<file path="src/hw/led_pwm_defines.vh">
// constants for the four-channel led pwm bank
`ifndef LED_PWM_DEFINES_VH
`define LED_PWM_DEFINES_VH

// timebase: system clock and the rate of one pwm step (1/16 period at 256 Hz)
`define LED_CLK_HZ 100000000
`define LED_STEP_HZ 4096
`define LED_STEP_DIV (`LED_CLK_HZ / `LED_STEP_HZ)

// register byte offsets
`define LED_CH0_OFS 8'h00
`define LED_CH1_OFS 8'h04
`define LED_CH2_OFS 8'h08
`define LED_CH3_OFS 8'h0C
`define LED_STATUS_OFS 8'h10

// channel register fields
`define LED_RATE_LSB 0
`define LED_RATE_MSB 2
`define LED_DUTY_LSB 4
`define LED_DUTY_MSB 7
`define LED_EN_BIT 8
`define LED_CH_RESET 9'h000

// status register fields
`define LED_ST_LEVEL_LSB 0
`define LED_ST_RUN_LSB 4
`define LED_ST_OE_LSB 8

// rate codes and step ticks per pwm step
`define LED_RATE_0P25 3'h0
`define LED_RATE_0P5 3'h1
`define LED_RATE_1 3'h2
`define LED_RATE_2 3'h3
`define LED_RATE_128 3'h4
`define LED_RATE_256 3'h5
`define LED_TICKS_0P25 11'h400
`define LED_TICKS_0P5 11'h200
`define LED_TICKS_1 11'h100
`define LED_TICKS_2 11'h080
`define LED_TICKS_128 11'h002
`define LED_TICKS_256 11'h001

`define LED_STEPS_LAST 4'hF
`define LED_DUTY_FULL 4'hF

`endif

</file>
<file path="src/hw/led_pwm_channel.v">
// one pwm channel: period divider, step counter, duty compare
`timescale 1ns/1ps
`default_nettype none
`include "led_pwm_defines.vh"

module led_pwm_channel (
    // clock and reset
    input wire pclk,
    input wire presetn,
    // timebase
    input wire step_tick,
    // settings from software
    input wire enable,
    input wire [2:0] rate,
    input wire [3:0] duty,
    // pin and state
    output reg level_q,
    output reg oe_q,
    output reg running_q
);
    reg [2:0] act_rate_q;
    reg [3:0] act_duty_q;
    reg [10:0] div_q;
    reg [3:0] step_q;
    reg [10:0] limit;
    reg rate_ok;

    always @* begin
        rate_ok = 1'b1;
        case (act_rate_q)
            `LED_RATE_0P25: limit = `LED_TICKS_0P25;
            `LED_RATE_0P5: limit = `LED_TICKS_0P5;
            `LED_RATE_1: limit = `LED_TICKS_1;
            `LED_RATE_2: limit = `LED_TICKS_2;
            `LED_RATE_128: limit = `LED_TICKS_128;
            `LED_RATE_256: limit = `LED_TICKS_256;
            default: begin
                limit = `LED_TICKS_256;
                rate_ok = 1'b0;
            end
        endcase
    end

    always @(posedge pclk or negedge presetn) begin
        if (!presetn) begin
            running_q <= 1'b0;
            act_rate_q <= 3'h0;
            act_duty_q <= 4'h0;
            div_q <= 11'h000;
            step_q <= 4'h0;
        end else if (!enable) begin
            running_q <= 1'b0;
            div_q <= 11'h000;
            step_q <= 4'h0;
        end else if (!running_q) begin
            running_q <= 1'b1;
            act_rate_q <= rate;
            act_duty_q <= duty;
            div_q <= 11'h000;
            step_q <= 4'h0;
        end else if (step_tick) begin
            if (div_q == limit - 11'h001) begin
                div_q <= 11'h000;
                step_q <= step_q + 4'h1;
                if (step_q == `LED_STEPS_LAST) begin
                    act_rate_q <= rate;
                    act_duty_q <= duty;
                end
            end else begin
                div_q <= div_q + 11'h001;
            end
        end
    end

    // high for steps 0..duty, i.e. (duty+1)/16 of the period
    always @(posedge pclk or negedge presetn) begin
        if (!presetn) begin
            level_q <= 1'b0;
            oe_q <= 1'b0;
        end else begin
            level_q <= running_q && enable && rate_ok && (step_q <= act_duty_q);
            oe_q <= running_q && enable;
        end
    end
endmodule // led_pwm_channel
`default_nettype wire

</file>
<file path="src/hw/led_pwm_driver_bank.v">
// four-channel led pwm bank with apb register access
`timescale 1ns/1ps
`default_nettype none
`include "led_pwm_defines.vh"

// Overview of operation
// - four channels drive general pins three-six
// - pin pwm only while channel enable set
// - rate codes 0-5 select pwm period, codes 6-7 hold pin low
// - duty code n gives (n+1)/16 high
// - host programs separate codes per channel
module led_pwm_driver_bank #(
    parameter STEP_DIV = `LED_STEP_DIV,
    parameter CHANNELS = 4
) (
    // apb
    input wire pclk,
    input wire presetn,
    input wire psel,
    input wire penable,
    input wire pwrite,
    input wire [7:0] paddr,
    input wire [31:0] pwdata,
    output reg [31:0] prdata_q,
    output reg pready_q,
    output reg pslverr_q,
    // led pins (general pins three to six)
    output wire [CHANNELS-1:0] led_out,
    output wire [CHANNELS-1:0] led_oe
);
    wire step_tick;
    wire [CHANNELS-1:0] running;
    reg [8:0] ch_reg_q [0:CHANNELS-1];
    reg [CHANNELS-1:0] wr_sel;
    reg [8:0] rd_ch;
    reg rd_hit;
    wire setup = psel && !penable;
    integer i;
    integer j;

    // apb phase strobes
    wire access = psel && penable;
    wire wr_access = access && pwrite;
    wire rd_setup = setup && !pwrite;

    // field views of every setting register
    wire [CHANNELS-1:0] en_f;
    wire [3*CHANNELS-1:0] rate_f;
    wire [4*CHANNELS-1:0] duty_f;

    // read word candidates, chosen in setup
    reg [31:0] status_word;
    reg [31:0] chan_word;
    reg [31:0] rd_word;
    reg err_word;
    reg [CHANNELS-1:0] wr_en;

    genvar f;
    generate
        for (f = 0; f < CHANNELS; f = f + 1) begin : g_field
            assign en_f[f] = ch_reg_q[f][`LED_EN_BIT];
            assign rate_f[3*f+2:3*f] = ch_reg_q[f][`LED_RATE_MSB:`LED_RATE_LSB];
            assign duty_f[4*f+3:4*f] = ch_reg_q[f][`LED_DUTY_MSB:`LED_DUTY_LSB];
        end
    endgenerate

    // status word: drive, running and level of every pin
    always @* begin
        status_word = 32'h00000000;
        status_word[`LED_ST_LEVEL_LSB +: CHANNELS] = led_out;
        status_word[`LED_ST_RUN_LSB +: CHANNELS] = running;
        status_word[`LED_ST_OE_LSB +: CHANNELS] = led_oe;
    end

    // channel word: setting bits, upper bits read zero
    always @* begin
        chan_word = 32'h00000000;
        chan_word[8:0] = rd_ch;
    end

    // word and error shown in the next access phase
    always @* begin
        rd_word = 32'h00000000;
        err_word = 1'b0;
        if (!rd_hit) begin
            err_word = 1'b1;
        end else if (!rd_setup) begin
            rd_word = 32'h00000000;
        end else if (paddr == `LED_STATUS_OFS) begin
            rd_word = status_word;
        end else begin
            rd_word = chan_word;
        end
    end

    // write strobes, one per channel
    always @* begin
        for (j = 0; j < CHANNELS; j = j + 1) begin
            wr_en[j] = wr_access && wr_sel[j];
        end
    end

    led_step_timebase #(
        .STEP_DIV(STEP_DIV)
    ) u_timebase (
        .pclk(pclk),
        .presetn(presetn),
        .step_tick_q(step_tick)
    );

    // address decode
    always @* begin
        wr_sel = {CHANNELS{1'b0}};
        rd_ch = 9'h000;
        rd_hit = 1'b1;
        if (paddr == `LED_CH0_OFS) begin
            wr_sel[0] = 1'b1;
            rd_ch = ch_reg_q[0];
        end else if (paddr == `LED_CH1_OFS) begin
            wr_sel[1] = 1'b1;
            rd_ch = ch_reg_q[1];
        end else if (paddr == `LED_CH2_OFS) begin
            wr_sel[2] = 1'b1;
            rd_ch = ch_reg_q[2];
        end else if (paddr == `LED_CH3_OFS) begin
            wr_sel[3] = 1'b1;
            rd_ch = ch_reg_q[3];
        end else if (paddr == `LED_STATUS_OFS) begin
            rd_ch = 9'h000;
        end else begin
            rd_hit = 1'b0;
        end
    end

    // per-channel setting registers, written in the access phase
    always @(posedge pclk or negedge presetn) begin
        if (!presetn) begin
            for (i = 0; i < CHANNELS; i = i + 1) begin
                ch_reg_q[i] <= `LED_CH_RESET;
            end
        end else begin
            for (i = 0; i < CHANNELS; i = i + 1) begin
                if (wr_en[i]) begin
                    ch_reg_q[i] <= pwdata[8:0];
                end
            end
        end
    end

    // ready: zero wait states once out of reset
    always @(posedge pclk or negedge presetn) begin
        if (!presetn) begin
            pready_q <= 1'b0;
        end else begin
            pready_q <= 1'b1;
        end
    end

    // error flag prepared in setup, held until the next setup
    always @(posedge pclk or negedge presetn) begin
        if (!presetn) begin
            pslverr_q <= 1'b0;
        end else if (setup) begin
            pslverr_q <= err_word;
        end
    end

    // read data prepared in setup, held until the next setup
    always @(posedge pclk or negedge presetn) begin
        if (!presetn) begin
            prdata_q <= 32'h00000000;
        end else if (setup) begin
            prdata_q <= rd_word;
        end
    end

    genvar g;
    generate
        for (g = 0; g < CHANNELS; g = g + 1) begin : g_ch
            led_pwm_channel u_ch (
                .pclk(pclk),
                .presetn(presetn),
                .step_tick(step_tick),
                .enable(en_f[g]),
                .rate(rate_f[3*g+2:3*g]),
                .duty(duty_f[4*g+3:4*g]),
                .level_q(led_out[g]),
                .oe_q(led_oe[g]),
                .running_q(running[g])
            );
        end
    endgenerate
endmodule // led_pwm_driver_bank
`default_nettype wire

</file>
<file path="src/hw/led_step_timebase.v">
// shared step timebase: one-cycle tick at the pwm step rate
`timescale 1ns/1ps
`default_nettype none
`include "led_pwm_defines.vh"

module led_step_timebase #(
    parameter STEP_DIV = `LED_STEP_DIV
) (
    // clock and reset
    input wire pclk,
    input wire presetn,
    // tick out
    output reg step_tick_q
);
    reg [15:0] cnt_q;

    always @(posedge pclk or negedge presetn) begin
        if (!presetn) begin
            cnt_q <= 16'h0000;
            step_tick_q <= 1'b0;
        end else if (cnt_q == STEP_DIV[15:0] - 16'h0001) begin
            cnt_q <= 16'h0000;
            step_tick_q <= 1'b1;
        end else begin
            cnt_q <= cnt_q + 16'h0001;
            step_tick_q <= 1'b0;
        end
    end
endmodule // led_step_timebase
`default_nettype wire

</file>
<file path="config.mk">
export PLATFORM = sky130hd
export DESIGN_NAME = led_pwm_driver_bank
export DESIGN_NICKNAME = d
export VERILOG_FILES = /design/src/hw/led_pwm_channel.v /design/src/hw/led_pwm_driver_bank.v /design/src/hw/led_step_timebase.v
export VERILOG_INCLUDE_DIRS = /design/src /design/src/hw
export SDC_FILE = /design/constraint.sdc
export NUM_CORES = 1
export LEC_CHECK = 0
export BUFFER_PORTS_ARGS = -buffer_cell sky130_fd_sc_hd__buf_4
export CORE_ASPECT_RATIO = 0.7
export CORE_MARGIN = 3
export CORE_UTILIZATION = 67
export CTS_BUF_LIST = sky130_fd_sc_hd__clkbuf_2
export CTS_CLUSTER_DIAMETER = 100
export DETAILED_ROUTE_END_ITERATION = 8
export PLACE_DENSITY = 0.95
export SLEW_MARGIN = 20
export SYNTH_ARGS = -nofsm -noshare
export SYNTH_HDL_FRONTEND = slang
export SYNTH_HIERARCHICAL = 1
export SYNTH_SLANG_ARGS = --single-unit
</file>
<file path="constraint.sdc">
create_clock -name pclk -period 7.35 [get_ports pclk]
set_input_delay 0.3675 -clock pclk [delete_from_list [all_inputs] [get_ports pclk]]
set_output_delay 0.3675 -clock pclk [all_outputs]
set_load 0.005 [all_outputs]
</file>
; Word-level counts from Yosys, hierarchy flattened
; Cells that the tools add are included.
[word_totals]
regBits = 187
wordCells = 244
out_inout_bits = 42
inputBits = 45
[classes]
addsub = 13
eq_ne = 53
n_mux = 98
magnitude_cmp = 4
n_reduce_logical = 39
[ops]
columns = op, count
row1 = case mux 11 bit (5 select lines), 4
row2 = 2-to-1 mux 11 bit, 16
row3 = 2-to-1 mux 4 bit, 32
row4 = 2-to-1 mux 3 bit, 17
row5 = "adder 11 x 1 -> 11 bit, second input constant", 4
row6 = == test 11 bit, 4
row7 = "subtractor 11 x 1 -> 11 bit, second input constant", 4
row8 = 2-to-1 mux 12 bit, 3
row9 = 2-to-1 mux 9 bit, 4
row10 = "== test 3 x 2 -> 1 bit, second input constant", 8
row11 = "== test 3 bit, second input constant", 8
row12 = "!= test 2 bit, second input constant", 12
row13 = "!= test 3 bit, second input constant", 8
row14 = OR reduction 6 bit, 4
row15 = logical AND 1 bit, 20
row16 = 2-to-1 mux 1 bit, 20
row17 = "adder 16 x 1 -> 16 bit, second input constant", 1
row18 = "adder 4 x 1 -> 4 bit, second input constant", 4
row19 = "== test 16 x 15 -> 1 bit, second input constant", 1
row20 = "== test 4 bit, second input constant", 4
row21 = "== test 8 x 4 -> 1 bit, second input constant", 2
row22 = <= comparator 4 bit, 4
row23 = 2-to-1 mux 16 bit, 1
row24 = AND reduction 4 bit, 4
row25 = other kinds (8), 18

; Longest topological paths before layout
; Gate-level depths: netlist of the first run.
[depth]
ltp_word = 8
mapped_depth = 11
ltp_nobuf = 8

; By module
; The synthesis of the first run kept the hierarchy.
[by_module_without_submodules]
columns = mod, n_inst, cells_per_inst, area_per_inst_um2
row1 = led_pwm_channel, 4, 137, 1445.1
row2 = led_pwm_driver_bank, 1, 210, 2451.1
row3 = led_step_timebase, 1, 81, 847.1

; Worst setup path before layout of the first run
; Ideal clock, no wire load.
[synth_timing]
path_type = reg2reg
from = reg g_ch[0].u_ch.act_rate_q[2]
to = reg g_ch[0].u_ch.act_duty_q[0]
setup_slack_ns = 4.829
arrival_time_ns = 2.396
period_less_slack_ns = 2.521
stages_incl_launch_ff = 12
cell_sequence = dfrtp_1 buf_6 inv_2 nand3_1 ha_1 xnor2_1 a211o_1 a211o_1 buf_6 o41a_1 buf_6 mux2_4
[synth_via]
elab_chain_cells = 6
word_cells_on_any_way = 10
classes_between = add/sub: 1 / eq/ne: 6 / mux: 1 / reduce/logical: 2
[synth_lines]
columns = element, line
row1 = start: declaration, led_pwm_channel.v:21  ; reg [2:0] act_rate_q;
row2 = start signal: assignment, led_pwm_channel.v:57  ; act_rate_q <= rate;
row3 = start signal: assignment, led_pwm_channel.v:66  ; act_rate_q <= rate;
row4 = "== test 3 bit, or another cell as far along", led_pwm_channel.v:30  ; case (act_rate_q)
row5 = case mux 11 bit (5 select lines) (*), led_pwm_channel.v:30
row6 = subtractor 11 x 1 -> 11 bit (*), led_pwm_channel.v:62  ; if (div_q == limit - 11'h001) begin
row7 = == test 11 bit (*), led_pwm_channel.v:62
row8 = != test 2 bit (no source line) (*), -
row9 = AND reduction 4 bit (no source line) (*), -
row10 = end signal: assignment, led_pwm_channel.v:58  ; act_duty_q <= duty;
row11 = end signal: assignment, led_pwm_channel.v:67  ; act_duty_q <= duty;
row12 = end: declaration, led_pwm_channel.v:22  ; reg [3:0] act_duty_q;
; Mark *: on every way between the ends. The rest lies on a longest branch, timed or not.
; A chain may end at the register's enable or synchronous reset.

; Final worst setup path of the first run
[layout_timing]
from = reg g_ch[2].u_ch.act_rate_q[2]
to = reg g_ch[2].u_ch.act_duty_q[2]
[layout_via]
elab_chain_cells = 6
word_cells_on_any_way = 10
classes_between = add/sub: 1 / eq/ne: 6 / mux: 1 / reduce/logical: 2
[layout_lines]
columns = element, line
row1 = start: declaration, led_pwm_channel.v:21
row2 = start signal: assignment, led_pwm_channel.v:57
row3 = start signal: assignment, led_pwm_channel.v:66
row4 = "== test 3 bit, or another cell as far along", led_pwm_channel.v:30
row5 = case mux 11 bit (5 select lines) (*), led_pwm_channel.v:30
row6 = subtractor 11 x 1 -> 11 bit (*), led_pwm_channel.v:62
row7 = == test 11 bit (*), led_pwm_channel.v:62
row8 = != test 2 bit (no source line) (*), -
row9 = AND reduction 4 bit (no source line) (*), -
row10 = end signal: assignment, led_pwm_channel.v:58
row11 = end signal: assignment, led_pwm_channel.v:67
row12 = end: declaration, led_pwm_channel.v:22
; Marks and branches as above.

==> reports/results.ini, run 1 <==
[timing]
fmax_mhz=345
finalHoldWorstSlack_ns=0.143
period_minus_slack_ns=2.90
report.final.slew_viol_count=0
rsz0062_at_grt=false
worstMarginPinSlew_ns=0.873
setup-violations-final=0
fin_skew_ns=0.0385
setup_tns_ns=0
timing.final.ws_setup_ns=4.45
max-slew-margin-rel_pct=41.5
hold_viol_final=0
fin_crit_sh_pct=39.4

[route]
ant_nets=0
via_count=6866
post_drt_wl_per_cell_um=19.8
wirelength_um=21300
drt-pass1-iter-count=5
wl_met2_um=9720
post-route-drc-count=0
via_per_inst=6.38
wl_met3_um=1860
top_layer=met4
drt-met1-wl_um=9360
drt_iter0_drc=706

[synth]
synth_top_cell_area_share_pct=46.0
yosysTopAreaCell=dfrtp_1
ys_top_cells_by_area=dfrtp_1, mux2_4, mux2_2
synthCells=839
ys_types=56
synth_async_sr_flop_share_pct=100
yosysMostFrequentCell=dfrtp_1
syn_area_um2=9080
synthFlopType=dfrtp_1
ys_top_cells_by_count=dfrtp_1, nor2_1, nand3_1, xor2_1, inv_1
seq_area_frac_synth_pct=46.0
syn_area_per_cell_um2=10.8
synth_edf_count=0
ys_warn_count=6
synth_seq_cells=167

[pwr]
peakVddDrop_mv=0.125
powerDensity_nw_per_um2=161
leakage_nw=4.29
power_mw=1.56

[hold_path]
min-delay-start=paddr[1]
whs_endpoint=pslverr_q$_DFFE_PN0P_
hold_path.class=in -> reg
whs_path_depth=4

[clock_tree]
clk_path_buf_depth=2
clk_latency_ns=0.73
numCtsBuffers=17
cts_tree=done
cts_root_buf=clkbuf_2
clock-sinks=167
h-tree-depth=4
cts_resized=0
clk_pin_slew_ns=0.23
cts_setup_buffers=0
holdBufCountCts=11

[cells_and_area]
area_delta_synth_final_pct=7.04
layout-drive-gt1-share_pct=18.0
utilization_pct=75.9
finalInstanceArea_um2=9720
fin_nets=957
final_cells=1076
fillers=806

[flow_run]
max_cap_viol_count=0

[floorplanning]
row_count=34
die-area_um2=15000
die_y_um=103
start_util_pct=70.9
die_w_um=145
core_area_um2=12800
ios=87

[placement]
gp_congestion=0.920
io_buffers=43
dp.cells=1032
dp_hpwl_um=14700
place_ws_ns=4.51
placed_cell_area_um2=9320

[setup_path]
start_kind=flop
r2r_cells=8
startpoint=g_ch[2].u_ch/act_rate_q[2]$_DFFE_PN0P_
critPathArrivalTime_ns=3.51
required_ns=7.97
r2r_end=g_ch[2].u_ch/act_duty_q[2]$_DFFE_PN0P_
rr_startpoint=g_ch[2].u_ch/act_rate_q[2]$_DFFE_PN0P_
cp_max_fo=9
r2r_slack_ns=4.45
criticalPathCategory=reg -> reg
endpoint_kind=flop

[global_route]
antenna_found_initial=1
grt_pass1_wl_um=34400
grt_overflow=0
grt_max_degree=88
grt_pass1_vias=6608
track_usage_pct=29.0

[outcome]
status=complete, no violations

state kept, by name, indices dropped and copies added (netlist names):
register / count
g_ch.u_ch/div_q: 44
ch_reg_q: 36
g_ch.u_ch/act_duty_q: 16
g_ch.u_ch/step_q: 16
u_timebase/cnt_q: 16
g_ch.u_ch/act_rate_q: 12
prdata_q: 12
g_ch.u_ch/level_q: 4
g_ch.u_ch/oe_q: 4
g_ch.u_ch/running_q: 4
pready_q: 1
pslverr_q: 1
u_timebase/step_tick_q: 1
layout by cell type (no fill, tap or decap), types with 5 or more instances in the layout:
| cell type | instances |
|---|---|
| dfrtp_1 | 167 |
| nor2_1 | 69 |
| nand3_1 | 46 |
| buf_4 | 45 |
| xor2_1 | 40 |
| inv_1 | 39 |
| mux2_2 | 36 |
| nand2_1 | 36 |
| ha_1 | 30 |
| a21oi_1 | 29 |
| nand4_1 | 28 |
| mux2_4 | 28 |
| xnor2_1 | 26 |
| conb_1 | 21 |
| clkbuf_2 | 21 |
| o21ai_0 | 18 |
| o31ai_1 | 17 |
| o41ai_1 | 11 |
| dlygate4sd3_1 | 11 |
| nand2b_1 | 10 |
| nor3_1 | 9 |
| mux2i_1 | 9 |
| o211a_1 | 9 |
| nand3b_1 | 9 |
| and3_1 | 9 |
| o311ai_0 | 8 |
| and2_1 | 8 |
| a211o_1 | 8 |
| a211oi_1 | 8 |
| o211ai_1 | 8 |
| nor3b_1 | 6 |
| clkinvlp_4 | 6 |
| nand4b_1 | 5 |
cells by family (layout without fill, tap and decap cells):
logic type / count (synthesis) / count (layout) / synth area share, %
AO/OA/AOI/OAI: 137 / 137 / 11.0
XOR/XNOR: 66 / 66 / 6.37
adder cells (fa/ha/maj): 30 / 30 / 4.13
buffers and inverters: 100 / 137 / 6.45
flip-flops: 167 / 167 / 46.0
multiplexers: 73 / 73 / 10.1
other: 2 / 22 / 0.0827
AND/OR/NAND/NOR: 264 / 264 / 15.8
per-layer routing:
layer,GRT usage (%),up-vias
met3,7.32,42
li1,-,3070
met4,8.75,0
met2,45.8,342
met5,0,-
met1,40.7,3412
power breakdown:
group | switching (mW) | internal [mW]
combinational | 0.0453 | 0.0245
sequential | 0.00543 | 0.926
clock | 0.333 | 0.229
total | 0.383 | 1.18
worst max-delay path by stage:
stage	end	slack, ns	depth (start not counted)
after floorplan	g_ch[0].u_ch/act_duty_q[0]$_DFFE_PN0P_	4.83	11
after global placement	g_ch[1].u_ch/act_rate_q[0]$_DFFE_PN0P_	4.58	8
after detailed placement	g_ch[1].u_ch/act_duty_q[1]$_DFFE_PN0P_	4.51	8
after CTS	g_ch[1].u_ch/act_rate_q[2]$_DFFE_PN0P_	4.49	8
after global routing	g_ch[0].u_ch/act_duty_q[1]$_DFFE_PN0P_	4.34	8
final	g_ch[2].u_ch/act_duty_q[2]$_DFFE_PN0P_	4.45	8
layout make-up:
class / count / area (µm²) / share of cell area, %
tap: 180 / 225 / 2.32
timing repair buffer: 58 / 470 / 4.84
antenna: 1 / 2.50 / 0.0257
clock buffer: 21 / 105 / 1.08
sequential: 167 / 4180 / 43.0
inverter: 47 / 176 / 1.82
multi-input combinational: 591 / 4390 / 45.1
clock inverter: 11 / 174 / 1.79
worst max-delay path, cell delays in order (launching register included):
cell     delay (ns)
dfrtp_1        0.55
inv_2          0.14
nand3_1        0.09
ha_1           0.30
xnor2_1        0.13
a211o_1        0.28
a211o_1        0.37
o41a_1         0.57
mux2_4         0.37
No activity file was read; power rests on OpenSTA's default activity.
==> run 2: changes to the inputs <==
- CORE_UTILIZATION: 67 -> 62
- PLACE_DENSITY: 0.95 -> 0.92
- clock period: 7.35 -> 3 ns (I/O delays scaled with it)
==> run 2 against run 1 <==
  * Die area is 7.7% higher
  * Critical path depth stayed put
  * Clock-buffer cell count is 4 lower
  * Sequential power is 140% higher
  * Register-to-register slack worse by 4.2 ns
  * Routed wire length is 0.81% lower
  * Power is 130% higher
  * Non-clock buffer count is 16 higher
  * Sequential cell count stayed put
  * Setup slack worse by 4.2 ns
  * Critical path type unchanged
  * Critical endpoint is now g_ch[0].u_ch/act_rate_q[1]$_DFFE_PN0P_
  * Highest routed layer unchanged
==> reports/results.ini, run 2 (synthesized netlist as in run 1, its figures left out) <==
[outcome]
status=complete, no violations

[floorplanning]
die_y_um=107  ; +3.7%
ios=87  ; unchanged
die_w_um=151  ; +3.8%
core_area_um2=14100  ; +10%
row_count=36  ; +5.9%
die-area_um2=16200  ; +7.7%
start_util_pct=64.4  ; -6.5 points

[route]
via_per_inst=6.22  ; -2.5%
drt_iter0_drc=616  ; -13%
post-route-drc-count=0  ; unchanged
wirelength_um=21100  ; -0.81%
ant_nets=0  ; unchanged
drt-pass1-iter-count=5  ; unchanged
post_drt_wl_per_cell_um=19.2  ; -3.0%
via_count=6846  ; -0.29%

[global_route]
grt_max_degree=61  ; -31%
grt_pass1_wl_um=34700  ; +0.80%
antenna_found_initial=0  ; -1
grt_overflow=0  ; unchanged
grt_pass1_vias=6599  ; -0.14%
track_usage_pct=27.2  ; -1.8 points

[clock_tree]
clock-sinks=167  ; unchanged
cts_setup_buffers=0  ; unchanged
clk_latency_ns=0.75  ; +0.02 ns
cts_tree=done
h-tree-depth=4  ; unchanged
clk_path_buf_depth=2  ; unchanged
cts_root_buf=clkbuf_2
clk_pin_slew_ns=0.23  ; about the same
numCtsBuffers=17  ; unchanged

[placement]
io_buffers=43  ; unchanged
place_ws_ns=0.339  ; -4.17 ns
gp_congestion=0.865  ; -6.1%
dp_hpwl_um=14500  ; -1.7%

[hold_path]
hold_path.class=in -> reg

[timing]
timing.final.ws_setup_ns=0.249  ; -4.21 ns
period_minus_slack_ns=2.75  ; -0.144 ns
worstMarginPinSlew_ns=0.841  ; -0.0320 ns
setup_tns_ns=0  ; unchanged
report.final.slew_viol_count=0  ; unchanged
max-slew-margin-rel_pct=43.6  ; +2.1 points
setup-violations-final=0  ; unchanged
fin_crit_sh_pct=91.7  ; +52 points
hold_viol_final=0  ; unchanged
fin_skew_ns=0.0576  ; +0.0191 ns
rsz0062_at_grt=false
fmax_mhz=363  ; +5.2%

[cells_and_area]
reg_top3=g_ch.u_ch/div_q x44, ch_reg_q x36
layout-drive-gt1-share_pct=18.8  ; +0.80 points
layout_common_cells=dfrtp_1, nor2_1, buf_4, nand3_1, xor2_1
max_flop_register=g_ch.u_ch/div_q
fin_nets=973  ; +1.7%
fillers=981  ; +22%
final_common_cell=dfrtp_1
multiInputGateArea_um2=4390  ; unchanged
insertedDiodeCount=0  ; -1
largest_register_ffs=44  ; unchanged
area_delta_synth_final_pct=7.79
regArea_um2=4180  ; unchanged

[pwr]
p_clk_share_pct=30.1  ; -5.8 points
combPwrFrac_pct=5.2  ; +0.7 points
p_int_mw=2.56  ; +120%
leakage_nw=4.34  ; +1.2%
powerDensity_nw_per_um2=360  ; +120%
seq_power_share_pct=64.7  ; +5.1 points
p_switching_mw=0.966  ; +150%
power_mw=3.52  ; +130%
p_sw_share_pct=27.4  ; +2.9 points
peakVddDrop_mv=0.208  ; +67%

[setup_path]
cp_max_fo=9  ; unchanged
r2r_slack_ns=0.25  ; -4.21 ns
endpoint_kind=flop
start_kind=flop
required_ns=3.63  ; -4.34 ns
criticalPathCategory=reg -> reg
critPathArrivalTime_ns=3.38  ; -0.13 ns

[flow_run]
max_cap_viol_count=0  ; unchanged

[run 2: power groups by stage]
stage	sequential, mW	clock (mW)	combinational (mW)
floorplan	2.31	0	0.0815
CTS	2.28	1.06	0.183
finish	2.28	1.06	0.184
global route	2.28	1.18	0.202
detailed placement	2.32	0	0.159
global placement	2.32	0	0.154
[run 2: stage by stage]
stage                     instances  instance area [µm²]  hold slack (ns)  utilization [%]
after detailed placement       1052                 9410            0.210             66.7
after global routing           1100                 9790           0.0429             69.4
after floorplan                 858                 9150           -0.146                -
final                          1100                 9790           0.0885             69.4
after global placement         1052                 9410            0.208             66.7
after CTS                      1100                 9790           0.0181             69.4
[run 2: area by class of cell]
type	instances	area share, %
tap	190	2.43
sequential	167	42.7
clock buffer	17	0.869
multi-input combinational	591	44.8
inverter	47	1.80
clock inverter	14	1.05
timing repair buffer	74	6.33
[run 2: layer usage]
| metal | up-vias | part of all wire (%) | GRT usage, % |
|---|---|---|---|
| li1 | 3087 | - | - |
| met1 | 3378 | 45 | 40.6 |
| met2 | 329 | 45 | 41.3 |
| met3 | 52 | 8.0 | 4.90 |
| met4 | 0 | 2.0 | 7.63 |
| met5 | - | 0 | 0 |
[run 2: repair_timing]
| action | in CTS | in global routing |
|---|---|---|
| resized for setup | 0 | 0 |
| endpoints found under the hold margin | 187 | 0 |
| hold buffers | 17 | 0 |
[run 2: worst paths after layout]
kind | startpoint | end | depth (start not counted)
min in group asynchronous | presetn | ch_reg_q[27]$_DFFE_PN0P_ | 3
worst min register to register | u_timebase/cnt_q[15]$_DFF_PN0_ | u_timebase/cnt_q[15]$_DFF_PN0_ | 1
worst min-delay path | paddr[6] | pslverr_q$_DFFE_PN0P_ | 5
worst max register to register | g_ch[0].u_ch/act_rate_q[2]$_DFFE_PN0P_ | g_ch[0].u_ch/act_rate_q[1]$_DFFE_PN0P_ | 8
max in group asynchronous | presetn | g_ch[0].u_ch/step_q[1]$_DFFE_PN0P_ | 4
worst max-delay path | g_ch[0].u_ch/act_rate_q[2]$_DFFE_PN0P_ | g_ch[0].u_ch/act_rate_q[1]$_DFFE_PN0P_ | 8
[run 2: worst max-delay path: stages, from the launching register on]
cell	delay [ns]
dfrtp_1	0.45
inv_2	0.09
nand3_1	0.08
ha_1	0.29
xnor2_1	0.13
a211o_1	0.30
a211o_1	0.37
o41a_1	0.58
mux2_4	0.38
==> run 3: changes to the inputs <==
- HOLD_SLACK_MARGIN: default -> 0.15
- MAX_ROUTING_LAYER: default -> met4
==> run 3 against run 2 <==
  * Non-clock buffer count rose by 14
  * Critical path depth did not move
  * Sequential power barely moved
  * Fmax fell by 6.7%
  * Sequential cell count did not move
  * Final cell count rose by 1.3%
  * Hold slack improved by 0.10 ns
  * Power rose by 0.51%
  * Clock skew rose by 0.023 ns
  * Die area did not move
  * Clock power barely moved
  * Global-route usage rose by 1.4 points
  * Largest power group unchanged
==> reports/results.ini, run 3 (synthesized netlist as in run 1, its figures left out) <==
[route]
post-route-drc-count=0  ; unchanged
via_per_inst=6.28  ; +0.86%
drt_iter0_drc=630  ; +2.3%
drt-pass1-iter-count=5  ; unchanged
wirelength_um=22100  ; +4.7%
post_drt_wl_per_cell_um=19.9  ; +3.4%
ant_nets=0  ; unchanged
via_count=6993  ; +2.1%

[outcome]
status=complete, no violations

[cells_and_area]
utilization_pct=70.3  ; +0.92 points
fin_nets=987  ; +1.4%
final_common_cell=dfrtp_1
layout_common_cells=dfrtp_1, nor2_1, buf_4, nand3_1, xor2_1
layout-drive-gt1-share_pct=18.9  ; +0.15 points
largest_register_ffs=44  ; unchanged
regArea_um2=4180  ; unchanged
reg_top3=g_ch.u_ch/div_q x44, ch_reg_q x36
multiInputGateArea_um2=4390  ; unchanged
fillers=951  ; -3.1%
insertedDiodeCount=0  ; unchanged
area_delta_synth_final_pct=9.22
max_flop_register=g_ch.u_ch/div_q

[pwr]
powerDensity_nw_per_um2=357  ; -0.81%
leakage_nw=4.41  ; +1.7%
power_mw=3.54  ; +0.51%
peakVddDrop_mv=0.209  ; +0.55%

[timing]
setup_tns_ns=0  ; unchanged
max-slew-margin-rel_pct=40.7  ; -2.9 points
finalHoldWorstSlack_ns=0.192  ; +0.104 ns
rsz0062_at_grt=false
fin_skew_ns=0.0810  ; +0.0235 ns
report.final.slew_viol_count=0  ; unchanged
period_minus_slack_ns=2.95  ; +0.197 ns
worstMarginPinSlew_ns=0.884  ; +0.0427 ns
fin_crit_sh_pct=98.3  ; +6.6 points
setup-violations-final=0  ; unchanged
fmax_mhz=339  ; -6.7%
hold_viol_final=0  ; unchanged

[floorplanning]
ios=87  ; unchanged
core_area_um2=14100  ; unchanged
start_util_pct=64.4  ; unchanged
row_count=36  ; unchanged
die_y_um=107  ; unchanged
die-area_um2=16200  ; unchanged
die_w_um=151  ; unchanged

[setup_path]
rr_startpoint=g_ch[0].u_ch/act_rate_q[2]$_DFFE_PN0P_
cp_max_fo=6  ; -3
r2r_end=g_ch[0].u_ch/act_rate_q[1]$_DFFE_PN0P_
critPathArrivalTime_ns=3.60  ; +0.22 ns
crit_top_cell=dlygate4sd3_1
r2r_cells=8  ; unchanged
path_cells=dlygate4sd3_1, buf_4, or4_4, dlygate4sd3_1, or3_4, nor3_4, mux2_2, dlygate4sd3_1
cp.buffers_inverters=4  ; +3
cp-endpoint=ch_reg_q[30]$_DFFE_PN0P_
critical_path_depth=8  ; unchanged
start_kind=primary input
critPathSlowestCell=dlygate4sd3_1
endpoint_kind=flop
r2r_slack_ns=0.25  ; about the same
startpoint=paddr[6]
max_stage_delay_ns=0.60  ; +0.02 ns
critical_path.top_delay_family=buffers and inverters
criticalPathCategory=in -> reg
required_ns=3.65  ; +0.02 ns

[placement]
dp_hpwl_um=14500  ; unchanged
io_buffers=43  ; unchanged
gp_congestion=0.879  ; +1.6%

[clock_tree]
cts_root_buf=clkbuf_2
clock-sinks=167  ; unchanged
cts_tree=done
clk_pin_slew_ns=0.32  ; +0.09 ns
numCtsBuffers=17  ; unchanged
h-tree-depth=4  ; unchanged
clk_latency_ns=0.78  ; +0.03 ns
cts_resized=0  ; unchanged
clk_path_buf_depth=2  ; unchanged

[global_route]
grt_overflow=0  ; unchanged
grt_pass1_vias=6633  ; +0.52%
track_usage_pct=28.6  ; +1.4 points
grt_max_degree=74  ; +21%
grt_pass1_wl_um=35200  ; +1.6%
antenna_found_initial=0  ; unchanged

[hold_path]
hold_path.class=in -> reg

[flow_run]
max_cap_viol_count=0  ; unchanged

==> run 3: worst min path at each step <==
stage / from / endpoint / slack, ns / depth (start not counted)
after CTS: pwdata[1] / ch_reg_q[10]$_DFFE_PN0P_ / 0.18 / 3
after floorplan: presetn / ch_reg_q[0]$_DFFE_PN0P_ / -0.15 / 0
after global placement: presetn / g_ch[1].u_ch/div_q[5]$_DFFE_PN0P_ / 0.21 / 1
after global routing: pwdata[4] / ch_reg_q[4]$_DFFE_PN0P_ / 0.16 / 3
after detailed placement: presetn / g_ch[1].u_ch/div_q[4]$_DFFE_PN0P_ / 0.21 / 1
final: pwdata[4] / ch_reg_q[4]$_DFFE_PN0P_ / 0.19 / 3
==> run 3: power breakdown <==
part	total (mW)	internal [mW]	switching (mW)	leakage, nW
sequential	2.28	2.27	0.0128	2.31
clock	1.07	0.219	0.847	0.118
combinational	0.194	0.0755	0.118	1.98
==> run 3: cell type report <==
type | count | share of cell area, %
Multi-Input combinational cell | 591 | 44.2
Sequential cell | 167 | 42.1
Timing Repair Buffer | 88 | 7.56
Tap cell | 190 | 2.40
Inverter | 47 | 1.78
Clock inverter | 14 | 1.03
Clock buffer | 17 | 0.858
==> run 3: worst register-to-register path, stage by stage (launching register included) <==
cell	delay, ns
dfrtp_1	0.45
inv_2	0.09
nand3_1	0.08
ha_1	0.29
xnor2_1	0.13
a211o_1	0.30
a211o_1	0.37
o41a_1	0.57
mux2_4	0.38
==> run 3: what timing repair did <==
action / 4_1_cts / 5_1_grt
hold endpoints to repair: 216 / 1
endpoints found under the setup margin: 0 / 2
buffers inserted: 0 / 4
hold buffers: 26 / 1
==> run 3: per-stage QoR <==
stage               std cells  cell area, µm²  setup slack (ns)
floorplan                 858            9150             0.479
global placement         1052            9410             0.389
detailed placement       1052            9410             0.339
CTS                      1109            9880            0.0215
global route             1114            9920            0.0301
finish                   1114            9920            0.0517
==> run 3: layer usage <==
metal / global-route usage [%] / part of all wire, % / vias to the layer above
li1: - / - / 3126
met3: 4.48 / 8.3 / 64
met5: - / 0 / -
met2: 41.8 / 45 / 386
met1: 41.5 / 43 / 3417
met4: 9.51 / 3.7 / 0
